[src/core/rrse_pkg.sv]
// package: opcodes, field layout, reset values and timing for the exec block
package rrse_pkg;
  localparam int unsigned CLK_HZ        = 50_000_000;
  localparam int unsigned DATA_W        = 8;
  localparam int unsigned ADDR_W        = 7;
  localparam int unsigned PC_W          = 13;
  localparam int unsigned STACK_DEPTH   = 8;
  localparam int unsigned WDT_W         = 8;
  localparam int unsigned PRE_W         = 8;
  // 14-bit instruction encodings
  localparam logic [13:0] OPC_RETURN    = 14'h0008;
  localparam logic [13:0] OPC_SLEEP     = 14'h0063;
  localparam logic [5:0]  OPC_RLF_HI    = 6'h0D;
  localparam logic [5:0]  OPC_RRF_HI    = 6'h0C;
  // instruction field positions
  localparam int unsigned OP_HI_POS     = 8;
  localparam int unsigned DEST_POS      = 7;
  // destination select values
  localparam logic        DEST_ACC      = 1'b0;
  localparam logic        DEST_FILE     = 1'b1;
  // reset values
  localparam logic [7:0]  WDT_CLEAR     = 8'h00;
  localparam logic [7:0]  PRE_CLEAR     = 8'h00;
  localparam logic        PD_RESET      = 1'b1;
  localparam logic        TO_RESET      = 1'b1;
  localparam logic [12:0] PC_RESET      = 13'h0000;
  // cycle counts
  localparam int unsigned RETURN_CYCLES = 2;
  localparam int unsigned ROT_CYCLES    = 1;

  typedef enum logic [3:0] {
    RRSE_IDLE   = 4'b0001,
    RRSE_RET2   = 4'b0010,
    RRSE_SLEEP  = 4'b0100,
    RRSE_WAKE   = 4'b1000
  } rrse_state_t;
endpackage : rrse_pkg

[src/core/rrse_rotator.sv]
// rotate-through-carry datapath, one instance per direction
`timescale 1ns/1ps
module rrse_rotator
  import rrse_pkg::*;
#(
  parameter int unsigned W    = 8,
  parameter bit          LEFT = 1'b1
) (
  input  wire logic [W-1:0] i_data,
  input  wire logic         i_carry,
  output logic      [W-1:0] o_data,
  output logic              o_carry
);
  generate
    if (LEFT)
    begin : g_left
      assign o_data  = {i_data[W-2:0], i_carry};
      assign o_carry = i_data[W-1];
    end
    else
    begin : g_right
      assign o_data  = {i_carry, i_data[W-1:1]};
      assign o_carry = i_data[0];
    end
  endgenerate
endmodule : rrse_rotator

[src/core/rrse_exec.sv]
// execution unit for return, rotate-through-carry and power-down instructions
// Functional notes
// [RQ1] return pops the call stack into the program counter and takes two cycles.
// [RQ2] rotate left moves msb into carry and old carry into bit zero of the addressed register.
// [RQ3] rotate left with destination 0 writes the accumulator, with 1 the source register.
// [RQ4] rotate right moves lsb into carry and old carry into the msb of the addressed register.
// [RQ5] rotate right with destination 0 writes the accumulator, with 1 the source register.
// [RQ6] power-down clears the power-down flag and sets the time-out flag.
// [RQ7] power-down clears the watchdog counter and its prescaler.
// [RQ8] after power-down the core sleeps with the oscillator stopped until a wake event.
// [RQ9] rotates take one cycle and change only carry; return and power-down keep arithmetic flags.
`timescale 1ns/1ps
module rrse_exec
  import rrse_pkg::*;
#(
  parameter int unsigned DEPTH = STACK_DEPTH
) (
  input  wire logic              i_clk,
  input  wire logic              i_rst,
  input  wire logic              i_instr_valid,
  input  wire logic [13:0]       i_instr,
  input  wire logic [DATA_W-1:0] i_file_rdata,
  input  wire logic              i_carry,
  input  wire logic [PC_W-1:0]   i_pc_push_addr,
  input  wire logic              i_push,
  input  wire logic              i_wake,
  output logic                   o_busy,
  output logic [DATA_W-1:0]      o_acc_wdata,
  output logic                   o_acc_we,
  output logic [ADDR_W-1:0]      o_file_addr,
  output logic [DATA_W-1:0]      o_file_wdata,
  output logic                   o_file_we,
  output logic                   o_carry,
  output logic                   o_carry_we,
  output logic [PC_W-1:0]        o_pc,
  output logic                   o_pc_load,
  output logic                   o_powerdown_status_flag_n,
  output logic                   o_timeout_status_flag_n,
  output logic [WDT_W-1:0]       o_watchdog_counter,
  output logic [PRE_W-1:0]       o_wdt_prescaler,
  output logic                   o_osc_run
);
  localparam int unsigned SP_W = $clog2(DEPTH);

  ////////////////////////////////////////////////////////////////////////////
  // decode
  rrse_state_t          state_r;
  logic [PC_W-1:0]      stack_r [DEPTH];
  logic [SP_W-1:0]      sp_r;
  logic                 accept;
  logic                 is_ret;
  logic                 is_slp;
  logic                 is_rlf;
  logic                 is_rrf;
  logic [DATA_W-1:0]    rl_data;
  logic [DATA_W-1:0]    rr_data;
  logic                 rl_c;
  logic                 rr_c;
  logic [SP_W-1:0]      sp_pop;

  assign accept = i_instr_valid && (state_r == RRSE_IDLE);
  assign is_ret = accept && (i_instr == OPC_RETURN);
  assign is_slp = accept && (i_instr == OPC_SLEEP);
  assign is_rlf = accept && (i_instr[13:OP_HI_POS] == OPC_RLF_HI);
  assign is_rrf = accept && (i_instr[13:OP_HI_POS] == OPC_RRF_HI);
  assign sp_pop = sp_r - SP_W'(1);

  rrse_rotator #(.W(DATA_W), .LEFT(1'b1)) u_rol (
    .i_data  (i_file_rdata),
    .i_carry (i_carry),
    .o_data  (rl_data),
    .o_carry (rl_c)
  );

  rrse_rotator #(.W(DATA_W), .LEFT(1'b0)) u_ror (
    .i_data  (i_file_rdata),
    .i_carry (i_carry),
    .o_data  (rr_data),
    .o_carry (rr_c)
  );

  ////////////////////////////////////////////////////////////////////////////
  // sequencer
  always_ff @(posedge i_clk)
  begin
    if (i_rst)
      state_r <= RRSE_IDLE;
    else
    begin
      case (state_r)
        RRSE_IDLE:
        begin
          if (is_ret)
            state_r <= RRSE_RET2; // [RQ1]
          else if (is_slp)
            state_r <= RRSE_SLEEP; // [RQ8]
        end
        RRSE_RET2:  state_r <= RRSE_IDLE;
        RRSE_SLEEP:
        begin
          if (i_wake)
            state_r <= RRSE_WAKE;
        end
        RRSE_WAKE:  state_r <= RRSE_IDLE;
        default:    state_r <= RRSE_IDLE;
      endcase
    end
  end

  always_ff @(posedge i_clk)
  begin
    if (i_rst)
    begin
      o_busy    <= 1'b0;
      o_osc_run <= 1'b1;
    end
    else
    begin
      o_busy    <= is_ret || is_slp || (state_r == RRSE_SLEEP && !i_wake);
      o_osc_run <= !(is_slp || (state_r == RRSE_SLEEP && !i_wake)); // [RQ8]
    end
  end

  ////////////////////////////////////////////////////////////////////////////
  // call stack
  always_ff @(posedge i_clk)
  begin
    if (i_rst)
    begin
      sp_r      <= '0;
      o_pc      <= PC_RESET;
      o_pc_load <= 1'b0;
    end
    else
    begin
      o_pc_load <= is_ret; // [RQ1]
      if (is_ret)
      begin
        o_pc <= stack_r[sp_pop]; // [RQ1]
        sp_r <= sp_pop;
      end
      else if (i_push && state_r == RRSE_IDLE)
      begin
        stack_r[sp_r] <= i_pc_push_addr;
        sp_r          <= sp_r + SP_W'(1);
      end
    end
  end

  ////////////////////////////////////////////////////////////////////////////
  // rotate datapath
  always_ff @(posedge i_clk)
  begin
    if (i_rst)
    begin
      o_acc_wdata  <= '0;
      o_acc_we     <= 1'b0;
      o_file_addr  <= '0;
      o_file_wdata <= '0;
      o_file_we    <= 1'b0;
      o_carry      <= 1'b0;
      o_carry_we   <= 1'b0;
    end
    else
    begin
      o_carry_we  <= is_rlf || is_rrf; // [RQ9]
      o_carry     <= is_rlf ? rl_c : rr_c; // [RQ2] [RQ4]
      o_acc_we    <= (is_rlf || is_rrf) && i_instr[DEST_POS] == DEST_ACC; // [RQ3] [RQ5]
      o_file_we   <= (is_rlf || is_rrf) && i_instr[DEST_POS] == DEST_FILE; // [RQ3] [RQ5]
      o_file_addr <= i_instr[ADDR_W-1:0];
      o_acc_wdata <= is_rlf ? rl_data : rr_data;
      o_file_wdata <= is_rlf ? rl_data : rr_data;
    end
  end

  ////////////////////////////////////////////////////////////////////////////
  // power status and watchdog
  always_ff @(posedge i_clk)
  begin
    if (i_rst)
    begin
      o_powerdown_status_flag_n <= PD_RESET;
      o_timeout_status_flag_n   <= TO_RESET;
      o_watchdog_counter        <= WDT_CLEAR;
      o_wdt_prescaler           <= PRE_CLEAR;
    end
    else if (is_slp)
    begin
      o_powerdown_status_flag_n <= 1'b0; // [RQ6]
      o_timeout_status_flag_n   <= 1'b1; // [RQ6]
      o_watchdog_counter        <= WDT_CLEAR; // [RQ7]
      o_wdt_prescaler           <= PRE_CLEAR; // [RQ7]
    end
    else if (o_osc_run)
    begin
      o_wdt_prescaler <= o_wdt_prescaler + PRE_W'(1);
      if (&o_wdt_prescaler)
        o_watchdog_counter <= o_watchdog_counter + WDT_W'(1);
    end
  end

  ////////////////////////////////////////////////////////////////////////////
  // checks
  ret_two_cyc_a: assert property (@(posedge i_clk) disable iff (i_rst) // [RQ1]
    is_ret |=> state_r == RRSE_RET2 ##1 state_r == RRSE_IDLE)
    else $error("return not two cycles");
  ret_pc_load_a: assert property (@(posedge i_clk) disable iff (i_rst) // [RQ1]
    is_ret |=> o_pc_load && o_pc == $past(stack_r[sp_pop]))
    else $error("return pc wrong");
  rol_value_a: assert property (@(posedge i_clk) disable iff (i_rst) // [RQ2]
    is_rlf |=> o_carry == $past(i_file_rdata[DATA_W-1])
      && o_acc_wdata == {$past(i_file_rdata[DATA_W-2:0]), $past(i_carry)})
    else $error("rotate left wrong");
  rol_dest_a: assert property (@(posedge i_clk) disable iff (i_rst) // [RQ3]
    is_rlf |=> o_file_we == $past(i_instr[DEST_POS]) && o_acc_we != o_file_we)
    else $error("rotate left destination wrong");
  ror_value_a: assert property (@(posedge i_clk) disable iff (i_rst) // [RQ4]
    is_rrf |=> o_carry == $past(i_file_rdata[0])
      && o_file_wdata == {$past(i_carry), $past(i_file_rdata[DATA_W-1:1])})
    else $error("rotate right wrong");
  ror_dest_a: assert property (@(posedge i_clk) disable iff (i_rst) // [RQ5]
    is_rrf |=> o_acc_we == !$past(i_instr[DEST_POS]) && o_acc_we != o_file_we)
    else $error("rotate right destination wrong");
  sleep_flags_a: assert property (@(posedge i_clk) disable iff (i_rst) // [RQ6]
    is_slp |=> !o_powerdown_status_flag_n && o_timeout_status_flag_n)
    else $error("power flags wrong");
  sleep_wdt_a: assert property (@(posedge i_clk) disable iff (i_rst) // [RQ7]
    is_slp |=> o_watchdog_counter == WDT_CLEAR && o_wdt_prescaler == PRE_CLEAR)
    else $error("watchdog not cleared");
  sleep_halt_a: assert property (@(posedge i_clk) disable iff (i_rst) // [RQ8]
    is_slp |=> !o_osc_run && o_busy ##1 $stable(o_watchdog_counter) && $stable(o_wdt_prescaler))
    else $error("oscillator not halted");
  rot_carry_a: assert property (@(posedge i_clk) disable iff (i_rst) // [RQ9]
    (is_ret || is_slp) |=> !o_carry_we ##1 !o_carry_we)
    else $error("carry touched by non-rotate");
endmodule : rrse_exec

[config.mk]
export PLATFORM = sky130hd
export DESIGN_NAME = rrse_exec
export DESIGN_NICKNAME = d
export VERILOG_FILES = /design/src/core/rrse_pkg.sv /design/src/core/rrse_rotator.sv /design/src/core/rrse_exec.sv
export SDC_FILE = /design/constraint.sdc
export NUM_CORES = 1
export LEC_CHECK = 0
export BUFFER_PORTS_ARGS = -buffer_cell sky130_fd_sc_hd__buf_2
export CAP_MARGIN = 20
export CORE_MARGIN = 10
export CORE_UTILIZATION = 40
export CTS_CLUSTER_SIZE = 30
export DETAILED_ROUTE_END_ITERATION = 10
export SLEW_MARGIN = 20
export SYNTH_ARGS = -nofsm -noshare
export SYNTH_HDL_FRONTEND = slang
export SYNTH_HIERARCHICAL = 1
export SYNTH_SLANG_ARGS = --single-unit
[constraint.sdc]
create_clock -name i_clk -period 3.5 [get_ports i_clk]
set_clock_uncertainty 0.1 [all_clocks]
set_input_delay 0.525 -clock i_clk [delete_from_list [all_inputs] [get_ports i_clk]]
set_output_delay 0.525 -clock i_clk [all_outputs]
set_load 0.01 [all_outputs]
; ---- Word level (Yosys, flattened, before mapping)
; Memories as Yosys holds them, arrays and structs flattened. A register that Yosys moved wholly into a read port is not among the register bits.
; Cells that the tools add are included.
[classes]
n_addsub = 4
multipliers = 0
div = 0
order_cmp = 0
n_eq_ne = 8
shifts = 0
muxes = 12
n_bitwise = 1
reduce_logical = 19
[op_table]
columns = operator, n
row1 = "adder 8 x 1 -> 8 bit, second input constant", 2
row2 = "== test 14 x 4 -> 1 bit, second input constant", 1
row3 = "== test 14 x 7 -> 1 bit, second input constant", 1
row4 = "== test 6 x 4 -> 1 bit, second input constant", 2
row5 = two-way mux 4 bit, 3
row6 = logical AND 1 bit, 9
row7 = AND reduction 9 bit, 1
row8 = two-way mux 8 bit, 1
row9 = one-hot mux 4 bit (2 select lines), 1
row10 = two-way mux 3 bit, 2
row11 = two-way mux 1 bit, 5
row12 = "== test 4 x 1 -> 1 bit, second input constant", 1
row13 = "== test 4 x 3 -> 1 bit, second input constant", 1
row14 = logical OR 1 bit, 4
row15 = "adder 3 x 1 -> 3 bit, second input constant", 1
row16 = "!= test 3 bit, second input constant", 1
row17 = "subtractor 3 x 1 -> 3 bit, second input constant", 1
row18 = zero test 1 bit, 2
row19 = "!= test 2 bit, second input constant", 1
row20 = AND reduction 2 bit, 1
row21 = nonzero test 2 bit, 1
row22 = OR reduction 2 bit, 1
row23 = inverter 1 bit, 1
[totals]
regBits = 46
latchBits = 0
mem_bits_rw = 104
rom_bits = 0
output_inout_bits = 61
elab_cells = 59
memories = 1
[memory_table]
columns = memory, depth, word_bits, rd, rd_clocked_by_memory_dff, write_ports, line_no
row1 = stack_r, 8, 13, 1, 1, 1, rrse_exec.sv:48  ; logic [PC_W-1:0] stack_r [DEPTH];

; ---- Depth between registers and ports, before layout
; Gate-level depths: netlist (run 1).
[logic_depth]
word_depth = 6
depth_mapped = 10
depth_no_buf = 6

; ---- Modules after synthesis
; Netlist (run 1), hierarchy kept.
[by_module_without_submodules]
columns = module, instances, cells_each, area_each_um2, seq_area_each_um2
row1 = rrse_exec, 1, 413, 6346.1, 4304.1
row2 = rrse_rotator, 2, 9, 67.6, 0.0

; ---- Least setup slack after synthesis (run 1)
; No wires, ideal clock.
[synth_timing]
kind = in2reg
from = in i_instr_valid
to = mem stack_r[4][0] (enable)
setup_ns = 0.417
arrival_ns = 2.426
required_time_ns = 2.983
path_slack_ns = 0.557
path_stages = 5
path_buffers = 1
path_cell_list = nor4b_2 nand4_2 nor2_1 buf_2 nor4_1
[synth_via]
elab_chain_len = 5
[synth_rtl]
columns = element, line_no
row1 = "start, declared", rrse_exec.sv:20  ; input wire logic i_instr_valid,
row2 = logical AND 1 bit, rrse_exec.sv:61  ; assign accept = i_instr_valid && (state_r == RRSE_IDLE);
row3 = logical AND 1 bit, rrse_exec.sv:62  ; assign is_ret = accept && (i_instr == OPC_RETURN);
row4 = two-way mux 1 bit, rrse_exec.sv:137  ; if (is_ret)
row5 = two-way mux 1 bit, rrse_exec.sv:128  ; if (i_rst)
row6 = two-way mux 1 bit (implied by the code), rrse_exec.sv:144  ; stack_r[sp_r] <= i_pc_push_addr;
row7 = "end, declared", rrse_exec.sv:48
; Every way passes these cells.

; ---- Worst setup path after layout (run 1)
[layout_timing]
from = reg state_r[3]
to = mem stack_r[3][9] (enable)
[layout_via]
elab_chain_len = 6
[layout_rtl]
columns = element, line_no
row1 = "start, declared", rrse_exec.sv:47  ; rrse_state_t state_r;
row2 = "start signal, assigned", rrse_exec.sv:87  ; state_r <= RRSE_IDLE;
row3 = "start signal, assigned", rrse_exec.sv:94  ; state_r <= RRSE_RET2;
row4 = "start signal, assigned", rrse_exec.sv:96  ; state_r <= RRSE_SLEEP;
row5 = == test 4 x 1 -> 1 bit *, "rrse_exec.sv:61, rrse_exec.sv:142"
row6 = "logical AND 1 bit, on equally long branches", "rrse_exec.sv:142, rrse_exec.sv:61"
row7 = two-way mux 1 bit or logical AND 1 bit (tied branches), "rrse_exec.sv:142, rrse_exec.sv:62"
row8 = two-way mux 1 bit *, rrse_exec.sv:137
row9 = two-way mux 1 bit *, rrse_exec.sv:128
row10 = two-way mux 1 bit (implied by the code) *, rrse_exec.sv:144
; Every way passes the cells marked *; elsewhere a longest branch is shown, timed or not.

==> run metrics, run 1 <==
post-route cell area 0.007685 mm²; crit path max-delay cell type nor2_2; worst path cell trace nor4b_4 -> nand4_2 -> nor2_2 -> nor3_2 -> buf_4; global-route wire length before repair 22,360 µm; WP data required 3.58 ns; VDD IR max 368.0 µV; R2R Path End stack_r[3][9]; P_int 3.401 mW; Syn Nets 476; clock group share of total power 44.5%; die area 0.02169 mm²; # diodes 0; asr flop ratio synth 0%; drt via density 5.183; status finished, final reports clean; synthesized area 0.006481 mm²; root buf cell clkbuf_16; commonest non-fill, non-tap cell in the layout edfxtp_1; Final #Nets 555; core area 0.01589 mm²; post-layout min period 2.693 ns; GRT Total Usage 13.17%; crit path kind reg2reg; Clock Latency Late Sink 0.42 ns; Seq/Total Area, Yosys 66.41%; drt pass-1 iters 4; H-tree depth 4; synth-to-layout area growth 18.57%; Synth cell types 45; I/O Pins 102; Power, Total 4.317 mW; Routed WL per cell 19.03 µm; drt drc 0; Resize count post-CTS 0; Psw 0.9155 mW; Crit. End Element flop; leakage power 2.837 nW; vias post-DR 3,830; Yosys warnings 6; MaxCap Viol Count 0; largest net degree at the start of global routing 40; # port buffers 100; Switching Fraction 21.21%; Util after Layout 48.38%; CTS tree built; setup slack, reg-to-reg 0.81 ns; Setup Fix Bufs, Post-CTS 0; max_slew headroom 24.70%; FMAX 0.3713 GHz; FF-to-FF path depth 5; mean post-synth cell area 15.04 µm²; initial DRC count 169; Worst Path Max Fanout 11; Cell Rows 46; gpl congestion 0.7740; area leader, netlist edfxtp_1; Die X 147.3 µm; Arr. time, crit path 2.77 ns; worst slew pin tran 1.123 ns; Clock transition at path regs 0.06 ns; total negative slack 0 ns; Synth top area share 48.19%; CTS Buf Count 17; Slew Viols, Final 0; Initial Util 40.80%; Gate power share 7.1%; Synth area leaders edfxtp_1 (48%), dfxtp_1 (18%), mux4_2 (9.0%), mux2i_1 (3.6%), buf_4 (3.5%); CP max stage delay 0.66 ns; Die Y 147.3 µm; WHS Path Cells 2; Power Density 561.7 mW/mm²; DP Area 0.007039 mm²; HP Start i_instr[7]; startpoint types flop; Hold WC Path Type in2reg; most frequent cells in the layout edfxtp_1 (104), buf_2 (100), dfxtp_1 (58), nor2_1 (33), mux4_2 (26); layout cells sized above 1 35.76%; Final setup violation count 0; final WL 14,060 µm; CTS Buffer Depth 2; Post-DRT Antenna Nets 0; vias in the first global route 3,982; Yosys reg bits 163; sequential share of power 48.4%; antenna violations before repair 0; Gate Count Post-Synth 431; RSZ-0062 raised after global routing false; WHS Endpoint o_acc_we; final period utilization 76.95%; Hold Vio Cnt, Final 0; Main synth FF type edfxtp_1; EDFF count, synth 104; hold_buf cts 0; total grt overflow 0; reg2reg start state_r[3]; DP Wirelength 9835 µm; clk sinks 163
==> worst max path at each step <==
stage	startpoint	endpoint	slack [ns]	depth (start not counted)
after CTS	state_r[3]	stack_r[2][1]	0.79	3
final	state_r[3]	stack_r[3][9]	0.81	5
after global placement	sp_r[1]	o_pc[5]	0.87	5
after global routing	state_r[3]	stack_r[3][9]	0.67	5
after floorplan	i_instr_valid	stack_r[4][0]	0.56	5
after detailed placement	i_instr[9]	stack_r[2][11]	0.74	5
==> flip-flops by register name (all words and copies together), names as in the netlist <==
name and count:
o_carry_we 1, o_pc 13, o_osc_run 1, o_file_wdata 8
stack_r 104, o_busy 1, o_watchdog_counter 8, o_carry 1
o_pc_load 1, o_wdt_prescaler 8, sp_r 3, state_r 4
o_file_we 1, o_powerdown_status_flag_n 1, o_acc_we 1, o_file_addr 7
==> cell type report <==
type / instances / area (µm²)
inverter: 5 / 18.77
sequential: 163 / 4305
timing repair buffer: 109 / 568.0
clock buffer: 19 / 432.9
fill: 1389 / 8200
clock inverter: 13 / 185.2
multi-input combinational: 214 / 1904
tap: 216 / 270.3
==> worst max-delay path: cells and delay by family, from the launching register on <==
family                 cells  cell delay (ns)
buffers and inverters      1             0.24
DFF                        1             0.33
and+or+nand+nor            4             1.79
==> synthesized netlist by cell type (all sizes together) (4+ instances only) <==
library cell,number
nor4,7
nand4,9
clkbuf,10
edfxtp,104
nand3,6
inv,5
nor2b,9
xnor2,11
nor2,34
mux2i,23
ha,4
buf,39
mux4,26
a21oi,16
nand2,12
dfxtp,59
a211oi,13
nor3,11
==> power groups by stage <==
stage,combinational [mW],sequential (mW),clock (mW)
floorplan,0.210,2.13,0
global placement,0.305,2.13,0
detailed placement,0.312,2.13,0
CTS,0.313,2.09,1.95
global route,0.337,2.09,2.06
finish,0.308,2.09,1.92
==> per-stage QoR <==
stage          worst slack, ns  instances  hold WS, ns
2_1_floorplan           0.5568        431       0.3974
3_3_place_gp            0.8682        705       0.3606
3_5_place_dp            0.7414        705       0.3529
4_1_cts                 0.7908        737       0.1873
5_1_grt                 0.6733        739       0.1993
6_report                0.8067        739       0.2040
==> cells by family (layout without fill, tap and decap cells) <==
family | Yosys count | after routing | synth area share [%]
DFF | 163 | 163 | 66.41
and+or+nand+nor | 103 | 103 | 8.649
buffers and inverters | 54 | 146 | 5.135
muxes | 50 | 50 | 12.76
AOI/OAI and AO/OA | 42 | 42 | 4.324
xor gates and xnor gates | 14 | 14 | 1.892
adders and majority gates | 4 | 4 | 0.7722
other | 1 | 1 | 0.05786
==> routing by layer <==
metal	global-route usage, %	vias up	part of all wire (%)
li1	-	1766	-
met1	17.59	1920	47
met2	19.16	135	44
met3	5.498	9	7.7
met4	3.766	0	0.77
met5	0	-	0
No activity file was read; power rests on OpenSTA's default activity.
==> inputs of run 2 (changes only) <==
==> constraint.sdc (replaced) <==
create_clock -name i_clk -period 2.22 [get_ports i_clk]
set_clock_uncertainty 0.1 [all_clocks]
set_input_delay 0.333 -clock i_clk [delete_from_list [all_inputs] [get_ports i_clk]]
set_output_delay 0.333 -clock i_clk [all_outputs]
set_load 0.01 [all_outputs]
==> run 2 against run 1 <==
- non-clock buffer count is 26 higher
- highest routed layer unchanged
- combinational power is 76% higher
- final cell count is 3.5% higher
- largest power group unchanged
==> run metrics, run 2 (synthesis gave the netlist of run 1 again) <==
Worst Path Max Fanout 11; leakage power 2.965 nW; Clock Latency Late Sink 0.43 ns; core area 0.01589 mm²; H-tree depth 4; initial DRC count 168; WHS Path Cells 2; final period utilization 94.98%; WP data required 2.29 ns; worst path cell trace nor4b_4 -> buf_4 -> nand4_2 -> nor2_4 -> buf_12 -> buf_6 -> nor3_2 -> buf_4; Hold WC Path Type in2reg; Post-DRT Antenna Nets 0; CTS Buf Count 17; Crit. End Element flop; Final setup violation count 0; crit path max-delay cell type nor4b_4; clk sinks 163; Slew Viols, Final 0; Arr. time, crit path 2.18 ns; global-route wire length before repair 22,790 µm; most frequent cells in the layout edfxtp_1 (104), buf_2 (100), dfxtp_1 (58), nor2_1 (33), mux4_2 (26); DP Wirelength 9998 µm; root buf cell clkbuf_16; startpoint types flop; Die Y 147.3 µm; final WL 14,460 µm; Cell Rows 46; drt pass-1 iters 4; VDD IR max 555.7 µV; MaxCap Viol Count 0; Util after Layout 49.93%; CTS Buffer Depth 2; # diodes 0; FMAX 0.4743 GHz; reg2reg start state_r[2]; vias in the first global route 4,026; placed cells 729; Power Density 831.7 mW/mm²; largest registers stack_r x104, o_pc x13; WHS Endpoint o_file_addr[4]; synth-to-layout area growth 22.37%; die area 0.02169 mm²; drt via density 5.103; antenna violations before repair 0; CTS tree built; Largest register FFs 104; non-filler cells, final 765; R2R Path End stack_r[7][6]; # port buffers 100; max_slew headroom 48.80%; worst slew pin tran 0.7655 ns; GRT Total Usage 13.59%; commonest non-fill, non-tap cell in the layout edfxtp_1; Initial Util 40.80%; crit path kind reg2reg; Hold Vio Cnt, Final 0; layout cells sized above 1 38.98%; CP max stage delay 0.38 ns; Routed WL per cell 18.90 µm; gpl congestion 0.8000; I/O Pins 102; FF-to-FF path depth 8; setup slack, reg-to-reg 0.11 ns; cell mode on critical path buf_4; vias post-DR 3,904; Final #Nets 581; post-layout min period 2.108 ns; largest net degree at the start of global routing 44; Clock transition at path regs 0.06 ns; Biggest register stack_r; drt drc 0; total grt overflow 0; status finished, final reports clean; HP Start i_instr[4]; Die X 147.3 µm
[run 2: metal layers]
layer / track usage [%] / up-vias / wire, µm
li1: - / 1816 / -
met1: 17.79 / 1945 / 6759
met2: 20.72 / 130 / 6583
met3: 4.576 / 13 / 943
met4: 4.509 / 0 / 169
met5: 0 / - / 0
[run 2: per-stage QoR]
step | setup TNS (ns) | hold slack [ns] | area, µm² | power (mW) | setup slack, ns
after floorplan | -17.88 | 0.3120 | 6509 | 3.705 | -0.2338
after global placement | -6.375 | 0.3627 | 7267 | 3.877 | -0.1626
after detailed placement | -4.941 | 0.3584 | 7279 | 3.891 | -0.2280
after CTS | 0 | 0.02236 | 7865 | 6.666 | 0.02993
after global routing | -0.006286 | 0.03511 | 7931 | 6.846 | -0.003163
final | 0 | 0.04136 | 7931 | 6.596 | 0.1115
[run 2: final cells by class]
class	count	area, µm²
clock buffers	19	442.9
clock inverters	13	120.1
multi-input cells	214	1922
repair buffers	135	852.1
fillers	1385	7954
flip-flops and latches	163	4305
inverters	5	18.77
well taps	216	270.3
[run 2: how the worst max path moves through the flow]
stage / from / endpoint / slack [ns] / cells after the start
floorplan: state_r[3] / stack_r[0][0] / -0.23 / 3
global placement: i_instr[5] / stack_r[3][11] / -0.16 / 6
detailed placement: state_r[3] / stack_r[0][7] / -0.23 / 3
CTS: state_r[3] / stack_r[2][1] / 0.03 / 3
global route: state_r[2] / stack_r[7][9] / -0.003 / 8
finish: state_r[2] / stack_r[7][6] / 0.11 / 8
[run 2: critical path: cells and delay by family, from the launching register on]
| kind | cells | cell delay, ns |
|---|---|---|
| simple gates | 4 | 0.76 |
| buf+inv | 4 | 0.67 |
| flops | 1 | 0.33 |
[run 2: what timing repair did]
item                                    CTS  global route
resized for setup                         2             5
pin swaps                                 0             3
buffers inserted                          0             3
endpoints found under the setup margin   26            75
hold endpoints to repair                  1             0
hold buffers                              1             0
[run 2: where the power goes]
group	total, mW	switching [mW]	internal (mW)
registers	3.29	0.0224	3.27
logic	0.541	0.290	0.251
clock network	2.76	1.26	1.50
